==> src/logic/pcr_pkg.sv <==
// constants, field layout and state types of the port configuration block
// What this block does
// force-link bit makes link report pass
// transmit-disable bit turns transmitter off
// scrambler-bypass skips scrambler and descrambler
// jabber bit disables jabber correction
// heartbeat bit enables collision heartbeat; code sends it only at 10 Mbps
// loopback bit stops half-duplex echo
// carrier-select stretches CRS until RX_DV drops; code stretches only at 10 Mbps
// preamble off: RX_DV rises with SFD
// preamble on: RX_DV rises with CRS
// at 100 Mbps preamble always passed
// alternate page bit gates capability
// software writes reserved bits as zero
// config at index 16, status 17
// writes act at once; reset restores defaults
package pcr_pkg;
    localparam logic [5:0] CFG_IDX = 6'h10;
    localparam logic [5:0] STS_IDX = 6'h11;
    localparam int ADR_LSB = 2;
    localparam logic [15:0] CFG_RESET = 16'h0080;
    localparam logic [15:0] CFG_WMASK = 16'h77a2;
    localparam int B_FORCE_LINK = 14;
    localparam int B_TX_DISABLE = 13;
    localparam int B_SCR_BYPASS = 12;
    localparam int B_JABBER_OFF = 10;
    localparam int B_HEARTBEAT = 9;
    localparam int B_LOOP_OFF = 8;
    localparam int B_CRS_SEL = 7;
    localparam int B_PRE_EN = 5;
    localparam int B_ALT_PAGE = 1;
    localparam int S_SPEED_100 = 14;
    localparam int S_TX_ACTIVE = 13;
    localparam int S_RX_ACTIVE = 12;
    localparam logic [3:0] SFD_NIBBLE = 4'hd;
    localparam logic [10:0] LFSR_SEED = 11'h7ff;
    localparam int JAB_W = 16;
    localparam int HB_W = 8;
    localparam int SYNC_W = 9;

    typedef enum logic [1:0] {
        RX_IDLE = 2'b00,
        RX_PRE = 2'b01,
        RX_DATA = 2'b10
    } pcr_rx_e_t;

    typedef enum logic [1:0] {
        HB_IDLE = 2'b00,
        HB_WAIT = 2'b01,
        HB_PULSE = 2'b10
    } pcr_hb_e_t;

    typedef struct packed {
        pcr_rx_e_t st;
        logic dv;
        logic [3:0] rxd;
    } pcr_rx_state_t;

    typedef struct packed {
        logic [15:0] cfg;
        logic ack;
        logic [31:0] dat;
        logic [SYNC_W-1:0] s1;
        logic [SYNC_W-1:0] s2;
        logic [10:0] tx_lfsr;
        logic [10:0] rx_lfsr;
        logic tx_on;
        logic [3:0] twisted_pair_txd;
        logic tx_en_d;
        logic [JAB_W-1:0] jab_cnt;
        logic jabber;
        pcr_hb_e_t hb;
        logic [HB_W-1:0] hb_cnt;
        logic crs;
        logic col;
    } pcr_top_state_t;
endpackage : pcr_pkg

==> src/logic/pcr_rx_present.sv <==
// receive presentation: decides where RX_DV rises relative to preamble and SFD
`timescale 1ns/1ps
module pcr_rx_present (
    input wire logic clk,
    input wire logic rst,
    input wire logic carrier,
    input wire logic [3:0] nibble,
    input wire logic pass_preamble,
    output logic rx_dv,
    output logic [3:0] rxd
);
    pcr_pkg::pcr_rx_state_t q;
    pcr_pkg::pcr_rx_state_t next_q;

    always_comb begin
        next_q = q;
        next_q.dv = 1'b0;
        next_q.rxd = 4'h0;
        case (q.st)
            pcr_pkg::RX_IDLE, pcr_pkg::RX_PRE: begin
                if (!carrier) begin
                    next_q.st = pcr_pkg::RX_IDLE;
                end else if (nibble == pcr_pkg::SFD_NIBBLE) begin
                    // sfd opens frame
                    next_q.st = pcr_pkg::RX_DATA;
                    next_q.dv = 1'b1;
                    next_q.rxd = nibble;
                end else begin
                    // preamble shown with carrier
                    next_q.st = pcr_pkg::RX_PRE;
                    next_q.dv = pass_preamble;
                    next_q.rxd = pass_preamble ? nibble : 4'h0;
                end
            end
            pcr_pkg::RX_DATA: begin
                if (!carrier) begin
                    next_q.st = pcr_pkg::RX_IDLE;
                end else begin
                    next_q.dv = 1'b1;
                    next_q.rxd = nibble;
                end
            end
            default: begin
                next_q.st = pcr_pkg::RX_IDLE;
            end
        endcase
    end

    always_ff @(posedge clk or posedge rst) begin
        if (rst) begin
            q <= '{st: pcr_pkg::RX_IDLE, dv: 1'b0, rxd: 4'h0};
        end else begin
            q <= next_q;
        end
    end

    assign rx_dv = q.dv;
    assign rxd = q.rxd;
endmodule : pcr_rx_present

==> src/logic/pcr_top.sv <==
// port configuration register with its wishbone slave and the mii paths it steers
//
// Added by the designer: the Wishbone register port.
`timescale 1ns/1ps
module pcr_top #(
    parameter logic [15:0] JABBER_LIMIT = 16'd4000,
    parameter logic [7:0] HB_DELAY = 8'd40,
    parameter logic [7:0] HB_LEN = 8'd40
) (
    input wire logic CLOCK,
    input wire logic RST,
    input wire logic CYC_I,
    input wire logic STB_I,
    input wire logic WE_I,
    input wire logic [7:0] ADR_I,
    input wire logic [3:0] SEL_I,
    input wire logic [31:0] DAT_I,
    output logic ACK_O,
    output logic [31:0] DAT_O,
    input wire logic TX_EN,
    input wire logic [3:0] TXD,
    output logic RX_DV,
    output logic [3:0] RXD,
    output logic CRS,
    output logic COL,
    input wire logic LINK_DETECT,
    input wire logic LINE_CARRIER,
    input wire logic [3:0] LINE_RXD,
    input wire logic LINE_COLLISION,
    input wire logic SPEED_100,
    input wire logic FULL_DUPLEX,
    output logic TWISTED_PAIR_TX_ON,
    output logic [3:0] TWISTED_PAIR_TXD,
    output logic LINK_OK,
    output logic ANEG_ALT_PAGE_CAP
);
    pcr_pkg::pcr_top_state_t q;
    pcr_pkg::pcr_top_state_t next_q;

    // sync bundle layout, pins only
    localparam int SY_LINK = 0;
    localparam int SY_CARR = 1;
    localparam int SY_RXD = 2;
    localparam int SY_COL = 6;
    localparam int SY_SPD = 7;
    localparam int SY_FDX = 8;
    localparam int ADR_LSB_HI = 7;

    // advance x^11+x^9+1 four steps; key nibble in low bits
    function automatic logic [14:0] lfsr4(input logic [10:0] s);
        logic [10:0] t;
        logic [3:0] k;
        t = s;
        k = 4'h0;
        for (int i = 0; i < 4; i++) begin
            k[i] = t[10] ^ t[8];
            t = {t[9:0], k[i]};
        end
        return {t, k};
    endfunction : lfsr4

    function automatic logic [15:0] merge16(
        input logic [15:0] old,
        input logic [15:0] wr,
        input logic [1:0] sel
    );
        logic [15:0] r;
        r = old;
        if (sel[0]) begin
            r[7:0] = wr[7:0];
        end
        if (sel[1]) begin
            r[15:8] = wr[15:8];
        end
        return r;
    endfunction : merge16

    logic wb_req;
    logic [5:0] reg_idx;
    logic speed_100;
    logic full_dup;
    logic [14:0] tx_step;
    logic [14:0] rx_step;
    logic scramble_on;
    logic lb_echo;
    logic rx_carrier;
    logic [3:0] rx_nibble;
    logic pre_pass;
    logic pres_dv;
    logic [3:0] pres_rxd;
    logic tx_fall;
    logic [15:0] sts;
    logic link_pass;

    assign wb_req = CYC_I & STB_I;
    assign reg_idx = ADR_I[ADR_LSB_HI:pcr_pkg::ADR_LSB];
    assign speed_100 = q.s2[SY_SPD];
    assign full_dup = q.s2[SY_FDX];
    assign tx_step = lfsr4(q.tx_lfsr);
    assign rx_step = lfsr4(q.rx_lfsr);

    // scrambling only at 100
    assign scramble_on = speed_100 & ~q.cfg[pcr_pkg::B_SCR_BYPASS];

    // half-duplex 10 echo unless disabled
    assign lb_echo = ~speed_100 & ~full_dup & TX_EN & ~q.cfg[pcr_pkg::B_LOOP_OFF];

    assign rx_carrier = lb_echo | q.s2[SY_CARR];

    // descrambler bypass
    always_comb begin
        if (lb_echo) begin
            rx_nibble = TXD;
        end else if (scramble_on) begin
            rx_nibble = q.s2[SY_RXD +: 4] ^ rx_step[3:0];
        end else begin
            rx_nibble = q.s2[SY_RXD +: 4];
        end
    end

    // preamble forced at 100
    assign pre_pass = q.cfg[pcr_pkg::B_PRE_EN] | speed_100;

    pcr_rx_present u_present (
        .clk(CLOCK),
        .rst(RST),
        .carrier(rx_carrier),
        .nibble(rx_nibble),
        .pass_preamble(pre_pass),
        .rx_dv(pres_dv),
        .rxd(pres_rxd)
    );

    // forced link pass
    assign link_pass = q.cfg[pcr_pkg::B_FORCE_LINK] | q.s2[SY_LINK];

    assign tx_fall = q.tx_en_d & ~TX_EN;

    always_comb begin
        sts = 16'h0000;
        sts[pcr_pkg::S_SPEED_100] = speed_100;
        sts[pcr_pkg::S_TX_ACTIVE] = q.tx_on;
        sts[pcr_pkg::S_RX_ACTIVE] = pres_dv;
    end

    always_comb begin
        next_q = q;
        // pin synchronisers: stage one feeds stage two only
        next_q.s1 = {FULL_DUPLEX, SPEED_100, LINE_COLLISION, LINE_RXD, LINE_CARRIER,
            LINK_DETECT};
        next_q.s2 = q.s1;

        // classic wishbone: ack one cycle after request, dropped the next
        next_q.ack = wb_req & ~q.ack;
        if (wb_req & ~q.ack) begin
            // R13 register decode
            case (reg_idx)
                pcr_pkg::CFG_IDX: begin
                    // reserved bits read zero
                    next_q.dat = {16'h0000, q.cfg & pcr_pkg::CFG_WMASK};
                end
                pcr_pkg::STS_IDX: begin
                    next_q.dat = {16'h0000, sts};
                end
                default: begin
                    next_q.dat = 32'h0000_0000;
                end
            endcase
        end
        // write lands on the acked edge
        if (wb_req & q.ack & WE_I & (reg_idx == pcr_pkg::CFG_IDX)) begin
            // reserved bits not stored
            next_q.cfg = merge16(q.cfg, DAT_I[15:0], SEL_I[1:0]) & pcr_pkg::CFG_WMASK;
        end

        // transmit path
        next_q.tx_en_d = TX_EN;
        next_q.tx_lfsr = tx_step[14:4];
        next_q.rx_lfsr = rx_step[14:4];
        // scrambler bypass
        next_q.twisted_pair_txd = scramble_on ? (TXD ^ tx_step[3:0]) : TXD;

        // jabber cut in 10 only, unless disabled
        if (!TX_EN || speed_100) begin
            next_q.jab_cnt = '0;
            next_q.jabber = 1'b0;
        end else if (q.jab_cnt >= JABBER_LIMIT) begin
            next_q.jabber = ~q.cfg[pcr_pkg::B_JABBER_OFF];
        end else begin
            next_q.jab_cnt = q.jab_cnt + 16'd1;
        end

        // transmitter disable
        next_q.tx_on = TX_EN & ~q.cfg[pcr_pkg::B_TX_DISABLE] & ~next_q.jabber;

        // heartbeat after transmit in 10
        case (q.hb)
            pcr_pkg::HB_IDLE: begin
                next_q.hb_cnt = '0;
                if (tx_fall & ~speed_100 & q.cfg[pcr_pkg::B_HEARTBEAT]) begin
                    next_q.hb = pcr_pkg::HB_WAIT;
                end
            end
            pcr_pkg::HB_WAIT: begin
                if (q.hb_cnt + 8'd1 >= HB_DELAY) begin
                    next_q.hb_cnt = '0;
                    next_q.hb = pcr_pkg::HB_PULSE;
                end else begin
                    next_q.hb_cnt = q.hb_cnt + 8'd1;
                end
            end
            pcr_pkg::HB_PULSE: begin
                if (q.hb_cnt + 8'd1 >= HB_LEN) begin
                    next_q.hb = pcr_pkg::HB_IDLE;
                end
                next_q.hb_cnt = q.hb_cnt + 8'd1;
            end
            default: begin
                next_q.hb = pcr_pkg::HB_IDLE;
            end
        endcase
        next_q.col = q.s2[SY_COL] | (next_q.hb == pcr_pkg::HB_PULSE);

        // crs held until rx_dv drops in 10
        next_q.crs = rx_carrier
            | (~speed_100 & q.cfg[pcr_pkg::B_CRS_SEL] & pres_dv);
    end

    always_ff @(posedge CLOCK or posedge RST) begin
        if (RST) begin
            // defaults on reset
            q <= '{cfg: pcr_pkg::CFG_RESET, ack: 1'b0, dat: 32'h0000_0000,
                s1: '0, s2: '0, tx_lfsr: pcr_pkg::LFSR_SEED,
                rx_lfsr: pcr_pkg::LFSR_SEED, tx_on: 1'b0, twisted_pair_txd: 4'h0,
                tx_en_d: 1'b0, jab_cnt: '0, jabber: 1'b0, hb: pcr_pkg::HB_IDLE,
                hb_cnt: '0, crs: 1'b0, col: 1'b0};
        end else begin
            q <= next_q;
        end
    end

    assign ACK_O = q.ack;
    assign DAT_O = q.dat;
    assign RX_DV = pres_dv;
    assign RXD = pres_rxd;
    assign CRS = q.crs;
    assign COL = q.col;
    assign TWISTED_PAIR_TX_ON = q.tx_on;
    assign TWISTED_PAIR_TXD = q.twisted_pair_txd;
    assign LINK_OK = link_pass;
    // alternate page capability gate
    assign ANEG_ALT_PAGE_CAP = q.cfg[pcr_pkg::B_ALT_PAGE];
endmodule : pcr_top

==> config.mk <==
export PLATFORM = sky130hd
export DESIGN_NAME = pcr_top
export DESIGN_NICKNAME = d
export VERILOG_FILES = /design/src/logic/pcr_pkg.sv /design/src/logic/pcr_rx_present.sv /design/src/logic/pcr_top.sv
export SDC_FILE = /design/constraint.sdc
export NUM_CORES = 1
export LEC_CHECK = 0
export BUFFER_PORTS_ARGS = -buffer_cell sky130_fd_sc_hd__buf_2
export CORE_ASPECT_RATIO = 1.75
export CORE_UTILIZATION = 50
export CTS_BUF_LIST = sky130_fd_sc_hd__clkbuf_8
export DETAILED_ROUTE_END_ITERATION = 10
export PLACE_DENSITY = 0.91
export SKIP_CTS_REPAIR_TIMING = 1
export SLEW_MARGIN = 20
export SYNTH_ARGS = -nofsm -noshare
export SYNTH_HDL_FRONTEND = slang
export SYNTH_SLANG_ARGS = --single-unit
==> constraint.sdc <==
create_clock -name CLOCK -period 2.55 [get_ports CLOCK]
set_clock_uncertainty 0.05 [all_clocks]
set_input_delay 0.1275 -clock CLOCK [delete_from_list [all_inputs] [get_ports CLOCK]]
set_output_delay 0.1275 -clock CLOCK [all_outputs]
set_load 0.02 [all_outputs]
## Word-level counts from Yosys, hierarchy flattened

Index checks and enable logic that the tools add are counted.
Widths: inputs -> output; s select.

| word-level totals | value |
|---|---|
| register bits | 124 |
| input bits | 63 |
| output and inout port bits | 47 |
| logic and storage cells | 103 |

| cells by class | value |
|---|---|
| $add $sub $neg | 2 |
| order comparisons | 2 |
| equality and inequality tests | 10 |
| multiplexer cells | 21 |
| bitwise gates (word level) | 40 |
| reduce and logical (&&, ||, !) cells | 8 |

Operators by type and width:

| kind | count |
|---|---|
| $pmux 15 s2 | 1 |
| $pmux 8 s3 | 1 |
| $mux 17 | 1 |
| $add 16x1->16 const B | 1 |
| $and 1x1->1 | 16 |
| $ge 16x12->1 const B | 1 |
| $mux 16 | 1 |
| $mux 4 | 4 |
| $eq 6x5->1 const B | 2 |
| $mux 2 | 5 |
| $mux 5 | 2 |
| $pmux 5 s2 | 1 |
| $not 1->1 | 9 |
| $add 8x1->8 const B | 1 |
| $ge 8x6->1 const B | 1 |
| $mux 8 | 1 |
| $xor 1x1->1 | 8 |
| $xor 4x4->4 | 2 |
| $mux 7 | 1 |
| $eq 2x2->1 const B | 3 |
| $pmux 2 s3 | 1 |
| $or 1x1->1 | 5 |
| $eq 2x1->1 const B | 2 |
| $eq 4x4->1 const B | 1 |
| other kinds (9) | 12 |

## Longest topological paths before layout

Gate-level depths: netlist of run 1.

| logic depth | value |
|---|---|
| depth after elaboration | 9 |
| gate-level depth with buffers | 7 |
| depth with buffers taken out | 7 |

## Cells and area by module

A second synthesis of run 1 with hierarchy kept.

| second synthesis, totals | value |
|---|---|
| cell total of the unflattened synthesis | 375 |
| area total of the unflattened synthesis | 4346.7 sq um |

By module, submodules not included:

| module | instances | cells an instance | area each (sq um) | seq. area each (sq um) |
|---|---|---|---|---|
| pcr_top | 1 | 349 | 4045.1 | 2381.0 |
| pcr_rx_present | 1 | 26 | 301.5 | 175.2 |

## Worst setup path before layout of run 1

No wires, ideal clock.

| path | value |
|---|---|
| kind | reg2reg |
| start point | register q[2] (netlist bit) |
| end point | register q, in the netlist COL |
| setup time | 0.118 ns |
| arrival time | 1.903 ns |
| data required time | 2.382 ns |
| slack | 0.479 ns |
| cell stages (with the launch flop) | 8 |
| path buffers | 0 |
| period minus slack after synthesis | 2.071 ns |
| cells stage by stage | dfrtp_1 -> ha_1 -> or2b_2 -> a31oi_1 -> a211o_1 -> a21oi_2 -> mux2_4 -> a21o_1 |

RTL lines:

| item | RTL line | source |
|---|---|---|
| from (decl) | pcr_top.sv:37 | `pcr_pkg::pcr_top_state_t q;` |
| from (signal assigned) | pcr_top.sv:232 | `q <= '{cfg: pcr_pkg::CFG_RESET, ack: 1'b0, dat: 32'h0000_0000,` |
| from (signal assigned) | pcr_top.sv:238 | `q <= next_q;` |

## Worst setup path in the final report of run 1

| path | value |
|---|---|
| start point | register q[2] (netlist bit) |
| end point | register q[4] (netlist bit) |

| between the ends | value |
|---|---|
| cells in the longest elaborated chain, start to end | 4 |

RTL lines:

| item | RTL line | source |
|---|---|---|
| $add 8x1->8 (*) | pcr_top.sv:205, pcr_top.sv:209, pcr_top.sv:216 |  |
| $ge 8x6->1 | pcr_top.sv:205 | `if (q.hb_cnt + 8'd1 >= HB_DELAY) begin` |
| $mux 8 | pcr_top.sv:205 |  |
| $pmux 8 s3 (*) | pcr_top.sv:197 | `case (q.hb)` |

Mark *: on every way between the ends. The rest lies on a longest branch, timed or not.
A chain may end at the register's enable or synchronous reset.

==> metrics.csv, run 1 <==
metric;value;unit
antenna_left;0;
cts_max_level;3;
viasPerCell;5.119;
grt_pass1_wl;12920;um
min_period;2.270;ns
boundaryPins;110;
yosysWarnings;0;
grt_pass1_vias;2857;
ys.flop_type;dfrtp_1;
path_clk_slew;0.09;ns
reg2regPathDepth;7;
maxCapViolCount;0;
status;finished clean;
async_reset_ff_share;100.0;%
initial_utilization;52.04;%
drtIter0Drc;218;
final_cell_mix;dfrtp_1 (78), buf_2 (59), nand2_1 (29);
clk_path_buf_depth;2;
worst_ir_drop_vdd;0.2591;mV
tritoncts;yes;
crit_chain;ha_1 > nand3_1 > nor2_1 > a32oi_1 > a221oi_4 > nand2b_2 > o22ai_1;
cts-root-buf;clkbuf_8;
hp-class;in -> reg;
core;8423;um^2
gp_congestion;0.8226;
die_y;125.9;um
final_common_cell;dfrtp_1;
die_w;72.78;um
layout.nets;522;
syn-cell-area;4383;um^2
hold_viol;0;
post-route-period-util;89.01;%
final_layout_size_suffix_gt1_share;26.91;%
finalMaxSlewViolations;0;
grt_max_degree;68;
row_count;44;
fin_setup_tns;0;ns
r2r_end;q[4];
crit_fanout;9;
rsz0062_at_grt;false;
antenna_found_initial;0;
startpoint;q[2];
ff2ff_setup_slack;0.28;ns
cp-start-kind;register;
synth-edff-count;0;
p_total;0.002766;W
clock.fmax;0.4406;GHz
place_ws;0.3140;ns
synth.yosys.seq_area_share;58.32;%
area_growth;14.73;%
finalSetupViolCount;0;
ys_ff_latch;101;
setup_slack;0.2803;ns
cts_num_sinks;101;
power_density;550.1;nW/um^2
clk_latency;0.37;ns
layout.cells.non_filler;572;
hpwl;5684;um
die-area;9159;um^2
route.detailed.drc;0;
io_buffers;59;
synth.avg_cell_area;11.53;um^2
grt_usage;18.52;%
critPathSlowestCell;dfrtp_1;
holdPathStages;3;
path_buf_inv;0;
wirelength;7971;um
diodes;0;
numCtsBuffers;9;
crit_path_end;q[4];
worstSetupPathDepth;7;
critPathKind;reg -> reg;
slowest_delay;0.50;ns
worst_pin_slew;0.7139;ns
num_vias;2928;
routedWlPerCell;13.94;um
p_leak;2.378;nW
dp_cells;532;
timing.slew.headroom;52.30;%
worstPathArrival;2.51;ns
path_delay_family;compound AO/OA/AOI/OAI gates;
overflow;0;
synth_cells;380;
worst_ep_required_time;2.79;ns
first_pass_iters;4;
synthDistinctLibCells;53;
r2r_start;q[2];
endpoint_kind;register;
[cell type report]
type | instances | area [um^2]
clock inverters | 7 | 51.30
clock buffers | 9 | 123.9
multi-input cells | 239 | 1526
well taps | 115 | 143.9
repair buffers | 85 | 563.0
flip-flops and latches | 101 | 2556
inverters | 16 | 63.81
fillers | 680 | 3395
[synth_stat cells (all sizes together), types with 4 or more instances]
cell | number | area [um^2]
a21oi | 8 | 43.79
nand4 | 6 | 37.54
dfrtp | 78 | 1952
and3 | 5 | 32.53
xor2 | 10 | 87.58
clkbuf | 6 | 22.52
buf | 40 | 300.3
nor2 | 27 | 101.4
ha | 7 | 87.58
and2 | 4 | 25.02
nor3 | 18 | 95.09
mux2 | 10 | 116.4
xnor2 | 11 | 96.34
nor2b | 5 | 31.28
nand2 | 29 | 108.9
o21ai | 15 | 75.07
o21a | 6 | 45.04
a22o | 7 | 61.31
nand3 | 6 | 30.03
inv | 16 | 60.06
dfstp | 23 | 604.3
[kinds of logic after synthesis]
logic type | after synthesis | share of synthesized area (%)
buffers and inverters | 62 | 8.735
and+or+nand+nor | 120 | 13.82
adders and majority gates | 7 | 1.998
DFF | 101 | 58.32
other | 1 | 0.08556
muxes | 13 | 3.340
AOI/OAI and AO/OA | 55 | 9.506
xor gates and xnor gates | 21 | 4.196
[registers in the layout, summed over array words and instances, names as in the netlist]
register and count:
ANEG_ALT_PAGE_CAP 1, DAT_O 9, u_present.q 2, COL 1, full_dup 1, u_present.rx_dv 1
TWISTED_PAIR_TX_ON 1, TWISTED_PAIR_TXD 4, ACK_O 1, u_present.rxd 4, next_q 23, CRS 1
q 52
[power by group]
part / internal (W) / switching (W) / total, W
Clock: 0.000359 / 0.000536 / 0.000895
Combinational: 0.0000821 / 0.000134 / 0.000216
Sequential: 0.00164 / 0.0000192 / 0.00165
[stage by stage]
| step | hold slack [ns] | cell area [um^2] | util [%] |
|---|---|---|---|
| after global placement | 0.1850 | 4613 | 54.77 |
| after CTS | -0.2201 | 4788 | 56.85 |
| after detailed placement | 0.1869 | 4613 | 54.77 |
| after floorplan | 0.1089 | 4469 | - |
| final | 0.05012 | 5029 | 59.70 |
| after global routing | 0.05822 | 5029 | 59.70 |
[worst register-to-register path, cell delays in order (launching register included)]
cell	delay, ns
dfrtp_1	0.50
ha_1	0.25
nand3_1	0.14
nor2_1	0.33
a32oi_1	0.20
a221oi_4	0.40
nand2b_2	0.13
o22ai_1	0.19
[how the worst min path moves through the flow]
stage                   start    endpoint  slack (ns)
2_1_floorplan     LINK_DETECT  next_q[57]        0.11
3_3_place_gp   LINE_COLLISION  next_q[63]        0.18
3_5_place_dp      LINE_RXD[3]  next_q[62]        0.19
4_1_cts           LINE_RXD[3]  next_q[62]       -0.22
5_1_grt              ADR_I[6]   DAT_O[14]        0.06
6_report             ADR_I[6]   DAT_O[14]        0.05
[layer usage]
layer | wire [um] | vias to the layer above | global-route usage (%)
met5 | 0 | - | 0
met4 | 205 | 0 | 9.343
met3 | 326 | 15 | 4.160
met2 | 4195 | 92 | 31.23
met1 | 3244 | 1442 | 21.74
li1 | - | 1379 | -
Power figures use the tool's default switching activity.
==> inputs of run 2 (changes only) <==
--- a/config.mk
+++ b/config.mk
@@ -10,6 +10,7 @@
 export CORE_UTILIZATION = 50
 export CTS_BUF_LIST = sky130_fd_sc_hd__clkbuf_8
 export DETAILED_ROUTE_END_ITERATION = 10
+export MAX_ROUTING_LAYER = met4
 export PLACE_DENSITY = 0.91
 export SKIP_CTS_REPAIR_TIMING = 1
 export SLEW_MARGIN = 20
==> run 2 against run 1 <==
  * Power up 0.10%
  * Global-route usage up 0.55 points
  * Via count up 0.27%
  * Sequential power about the same
  * Routed wire length up 0.90%
  * First-iteration DRC count down 0.46%
  * Die area unchanged
  * Critical endpoint unchanged
  * Final cell count unchanged
==> metrics.csv, run 2 (synthesis gave the netlist of run 1 again) <==
metric;value;unit;change
hp-start;ADR_I[6];;
antenna_found_initial;0;;unchanged
worst_ep_required_time;2.79;ns;about the same
antenna_left;0;;unchanged
viasPerCell;5.133;;+0.27%
fillers;680;;unchanged
p_total;0.002769;W;+0.10%
drtIter0Drc;217;;-0.46%
layout.nets;522;;unchanged
grt_usage;19.07;%;+0.55 points
worst_pin_slew;0.7135;ns;-0.0004566 ns
final_common_cell;dfrtp_1;;
power_density;550.6;nW/um^2;+0.10%
finalSetupViolCount;0;;unchanged
gp_congestion;0.8349;;+1.5%
r2r_end;q[4];;
timing.slew.headroom;52.33;%;about the same
min_period;2.270;ns;+0.000007000 ns
cts_num_sinks;101;;unchanged
row_count;44;;unchanged
worstPathArrival;2.51;ns;about the same
regMostFlops;q;;
grt_max_degree;68;;unchanged
num_vias;2936;;+0.27%
io_buffers;59;;unchanged
rsz0062_at_grt;false;;
final_layout_size_suffix_gt1_share;26.91;%;unchanged
cts_max_level;3;;unchanged
reg2regPathDepth;7;;unchanged
die_y;125.9;um;unchanged
fin_setup_tns;0;ns;unchanged
hp-class;in -> reg;;
crit_fanout;9;;unchanged
core;8423;um^2;unchanged
final_cell_mix;dfrtp_1 (78), buf_2 (59), nand2_1 (29);;
route.detailed.drc;0;;unchanged
clk_path_buf_depth;2;;unchanged
post_dp_cell_area;4613;um^2;unchanged
grt_pass1_wl;12930;um;about the same
post-route-period-util;89.01;%;about the same
area_growth;14.73;%;unchanged
worst_ir_drop_vdd;0.2583;mV;-0.30%
die-area;9159;um^2;unchanged
die_w;72.78;um;unchanged
numCtsBuffers;9;;unchanged
clk_latency;0.37;ns;about the same
holdPathStages;3;;unchanged
cts-root-buf;clkbuf_8;;
grt_pass1_vias;2863;;+0.21%
first_pass_iters;5;;+1
routedWlPerCell;14.06;um;+0.90%
boundaryPins;110;;unchanged
wirelength;8043;um;+0.90%
fin_area;5029;um^2;unchanged
endpoint_kind;register;;
diodes;0;;unchanged
hpwl;5684;um;unchanged
ff2ff_setup_slack;0.28;ns;about the same
maxCapViolCount;0;;unchanged
hold_end;DAT_O[14];;
p_leak;2.378;nW;unchanged
finalMaxSlewViolations;0;;unchanged
path_clk_slew;0.09;ns;about the same
largest_reg_flops;52;;unchanged
status;finished clean;;
overflow;0;;unchanged
place_ws;0.3140;ns;unchanged
setup_slack;0.2803;ns;-0.000007000 ns
r2r_start;q[2];;
cp-start-kind;register;;
hold_viol;0;;unchanged
clock.fmax;0.4406;GHz;about the same
tritoncts;yes;;
critPathKind;reg -> reg;;
initial_utilization;52.04;%;unchanged
[run 2: worst max-delay path by stage]
stage / startpoint / endpoint / slack, ns / depth (start not counted)
after detailed placement: q[3] / q[4] / 0.31 / 7
after CTS: q[2] / q[4] / 0.29 / 7
final: q[2] / q[4] / 0.28 / 7
after global routing: q[2] / q[3] / 0.08 / 7
after global placement: q[2] / COL / 0.40 / 7
after floorplan: q[2] / COL / 0.48 / 7
[run 2: layout make-up]
type	instances	area (um^2)	share of cell area, %
inverters	16	63.81	1.269
clock buffers	9	123.9	2.463
flip-flops and latches	101	2556	50.83
well taps	115	143.9	2.861
multi-input cells	239	1526	30.36
clock inverters	7	51.30	1.020
repair buffers	85	563.0	11.20
[run 2: stage by stage]
step | utilization, % | std cells | hold slack (ns)
floorplan | - | 402 | 0.1089
global placement | 54.77 | 532 | 0.1850
detailed placement | 54.77 | 532 | 0.1869
CTS | 56.85 | 548 | -0.2201
global route | 59.70 | 572 | 0.05822
finish | 59.70 | 572 | 0.04999
[run 2: critical path, cell delays in order, from the launching register on]
cell and delay (ns):
dfrtp_1 0.50, ha_1 0.26, nand3_1 0.14, nor2_1 0.33, a32oi_1 0.20, a221oi_4 0.40
nand2b_2 0.13, o22ai_1 0.19
[run 2: routing by layer]
layer / up-vias / GRT usage, % / part of all wire, %
met3: 18 / 4.160 / 4.1
li1: 1379 / - / -
met5: - / - / 0
met1: 1442 / 21.74 / 41
met2: 97 / 31.23 / 52
met4: 0 / 9.343 / 2.7
[run 2: where the power goes]
part           leakage (nW)  internal, W  switching (W)
Sequential             1.26      0.00164      0.0000192
Clock                0.0914     0.000359       0.000538
Combinational          1.03    0.0000821       0.000134
==> inputs of run 3 (changes only) <==
--- a/config.mk
+++ b/config.mk
@@ -13,7 +13,8 @@
 export MAX_ROUTING_LAYER = met4
 export PLACE_DENSITY = 0.91
 export SKIP_CTS_REPAIR_TIMING = 1
-export SLEW_MARGIN = 20
 export SYNTH_ARGS = -nofsm -noshare
 export SYNTH_HDL_FRONTEND = slang
+export SYNTH_HIERARCHICAL = 1
 export SYNTH_SLANG_ARGS = --single-unit
+export TNS_END_PERCENT = 10
==> run 3 against run 2 <==
  * Die area shrank 0.81%
  * Routed wire length increased by 2.3%
  * Synthesized cell count is 1.3% lower
  * Critical path type unchanged
==> metrics.csv, run 3 <==
metric;value;unit;change
hold_viol;0;;unchanged
regMostFlops;q;;
p_sw;0.0007096;W;+2.6%
p_comb_share;7.5;%;-0.3 points
routedWlPerCell;14.41;um;+2.5%
cts-root-buf;clkbuf_8;;
ys_top_cells_by_area;dfrtp_1 (45%), dfstp_2 (14%), buf_4 (6.9%), nand2_1 (4.4%), xor2_1 (3.6%);;
ff2ff_setup_slack;0.32;ns;+0.04 ns
switching_share;24.59;%;-0.39 points
grt_use_met1;22.08;%;+0.33 points
cts_num_sinks;101;;unchanged
clock.fmax;0.4486;GHz;+1.8%
endpoint_kind;register;;
busiest_layer;met2;;
seq_power_share;57.1;%;-2.7 points
core;8368;um^2;-0.65%
maxCapViolCount;0;;unchanged
ys.flop_type;dfrtp_1;;
yosysWarnings;6;;+6
wirelength;8227;um;+2.3%
cts_max_level;3;;unchanged
route.detailed.drc;0;;unchanged
cp-start-kind;register;;
die_y;125.3;um;-0.41%
critPathKind;reg -> reg;;
synth_cells;375;;-1.3%
async_reset_ff_share;100.0;%;unchanged
die-area;9085;um^2;-0.81%
grt_pass1_vias;2747;;-4.1%
first_pass_iters;4;;-1
gr-usage-met2;32.00;%;+0.77 points
num_vias;2853;;-2.8%
status;finished clean;;
grt_usage;19.36;%;+0.29 points
tritoncts;yes;;
antenna_left;0;;unchanged
row_count;44;;unchanged
finalMaxSlewViolations;0;;unchanged
synth.yosys.seq_area_share;58.81;%;+0.49 points
initial_utilization;51.94;%;-0.091 points
p_int;0.002176;W;+4.8%
numCtsBuffers;9;;unchanged
io_buffers;59;;unchanged
worst_pin_slew;0.7294;ns;+0.01592 ns
min_period;2.229;ns;-0.04036 ns
ys_ff_latch;101;;unchanged
final_layout_size_suffix_gt1_share;27.19;%;+0.28 points
worst_ir_drop_vdd;0.3232;mV;+25%
finalSetupViolCount;0;;unchanged
overflow;0;;unchanged
final_common_cell;dfrtp_1;;
drtIter0Drc;184;;-15%
hpwl;5700;um;+0.30%
hp-class;in -> reg;;
synth.avg_cell_area;11.59;um^2;+0.49%
pwr-share-clk;35.3;%;+2.9 points
fin_setup_tns;0;ns;unchanged
rsz0062_at_grt;false;;
clk_path_buf_depth;2;;unchanged
clk_latency;0.38;ns;about the same
grtUsageMet3;4.996;%;+0.84 points
worst_ep_required_time;2.77;ns;-0.02 ns
power_density;573.1;nW/um^2;+4.1%
path_clk_slew;0.10;ns;about the same
final_core_util;60.18;%;+0.48 points
synth_top_area_share;44.91;%;+0.37 points
synth-edff-count;0;;unchanged
post-route-period-util;87.42;%;-1.6 points
layout.nets;521;;-0.19%
worstPathArrival;2.45;ns;-0.06 ns
grt_pass1_wl;12730;um;-1.5%
p_leak;2.468;nW;+3.8%
crit_fanout;7;;-2
yosysMostFrequentCell;dfrtp_1;;
synth_common_cells;dfrtp_1 (78), nand2_1 (51), buf_4 (40);;
final_cell_mix;dfrtp_1 (78), buf_2 (59), nand2_1 (51);;
timing.slew.headroom;51.27;%;-1.1 points
boundaryPins;110;;unchanged
gp_congestion;0.8333;;-0.19%
diodes;0;;unchanged
grt_max_degree;64;;-5.9%
netlist.top_cell.by_area;dfrtp_1;;
area_growth;15.86;%;
antenna_found_initial;0;;unchanged
die_w;72.48;um;-0.41%
syn-cell-area;4347;um^2;-0.83%
viasPerCell;4.996;;-2.7%
fillers;669;;-1.6%
synthDistinctLibCells;59;;+11%
largest_reg_flops;52;;unchanged
## run 3: critical path, cell delays in order, from the launching register on
cell and delay, ns:
dfrtp_1 0.42, ha_1 0.29, nand2b_1 0.10, a41oi_1 0.20, a211oi_2 0.37, a2bb2oi_2 0.22
mux2_4 0.32, a21o_1 0.16
## run 3: power by group through the flow
stage	clock network (W)	logic, W	registers (W)
floorplan	0	0.000150	0.00168
global placement	0	0.000184	0.00168
detailed placement	0	0.000190	0.00168
CTS	0.00103	0.000190	0.00165
global route	0.00111	0.000240	0.00165
finish	0.00102	0.000218	0.00165
## run 3: final timing paths
path                                  endpoint  cells past startpoint        from
min in group asynchronous       u_present/q[6]                      3         RST
worst max-delay path                       COL                      7        q[2]
worst min register to register      next_q[45]                      0  next_q[41]
worst min-delay path                 DAT_O[12]                      3    ADR_I[6]
max in group asynchronous           next_q[53]                      4         RST
worst max register to register             COL                      7        q[2]
## run 3: kinds of logic after synthesis
family / after synthesis / synth area share [%]
and+or+nand+nor: 123 / 14.31
muxes: 14 / 3.627
DFF: 101 / 58.81
other: 1 / 0.08627
AOI/OAI and AO/OA: 50 / 7.973
xor gates and xnor gates: 25 / 5.037
adders and majority gates: 7 / 2.015
buffers and inverters: 54 / 8.146
## run 3: per-stage QoR
| stage | cell area [um^2] | instances | total power, W | worst slack (ns) | hold slack [ns] |
|---|---|---|---|---|---|
| after floorplan | 4433 | 397 | 0.001833 | 0.5228 | -0.1191 |
| after global placement | 4598 | 531 | 0.001861 | 0.4214 | 0.03010 |
| after detailed placement | 4598 | 531 | 0.001869 | 0.3465 | 0.05106 |
| after CTS | 4796 | 547 | 0.002874 | 0.3251 | -0.3622 |
| after global routing | 5036 | 571 | 0.003006 | 0.1586 | 0.07365 |
| final | 5036 | 571 | 0.002886 | 0.3207 | 0.06555 |
## run 3: area by class of cell
cell class | instances | area (um^2) | share of cell area [%]
Sequential cell | 101 | 2556 | 50.76
Clock buffer | 9 | 123.9 | 2.460
Tap cell | 115 | 143.9 | 2.857
Clock inverter | 7 | 73.82 | 1.466
Multi-Input combinational cell | 242 | 1519 | 30.16
Timing Repair Buffer | 87 | 578.1 | 11.48
Inverter | 10 | 41.29 | 0.8199
## run 3: metal layers
metal / up-vias / part of all wire, %
met5: - / 0
met4: 0 / 2.7
met1: 1392 / 40
met2: 91 / 53
met3: 18 / 4.0
li1: 1352 / -
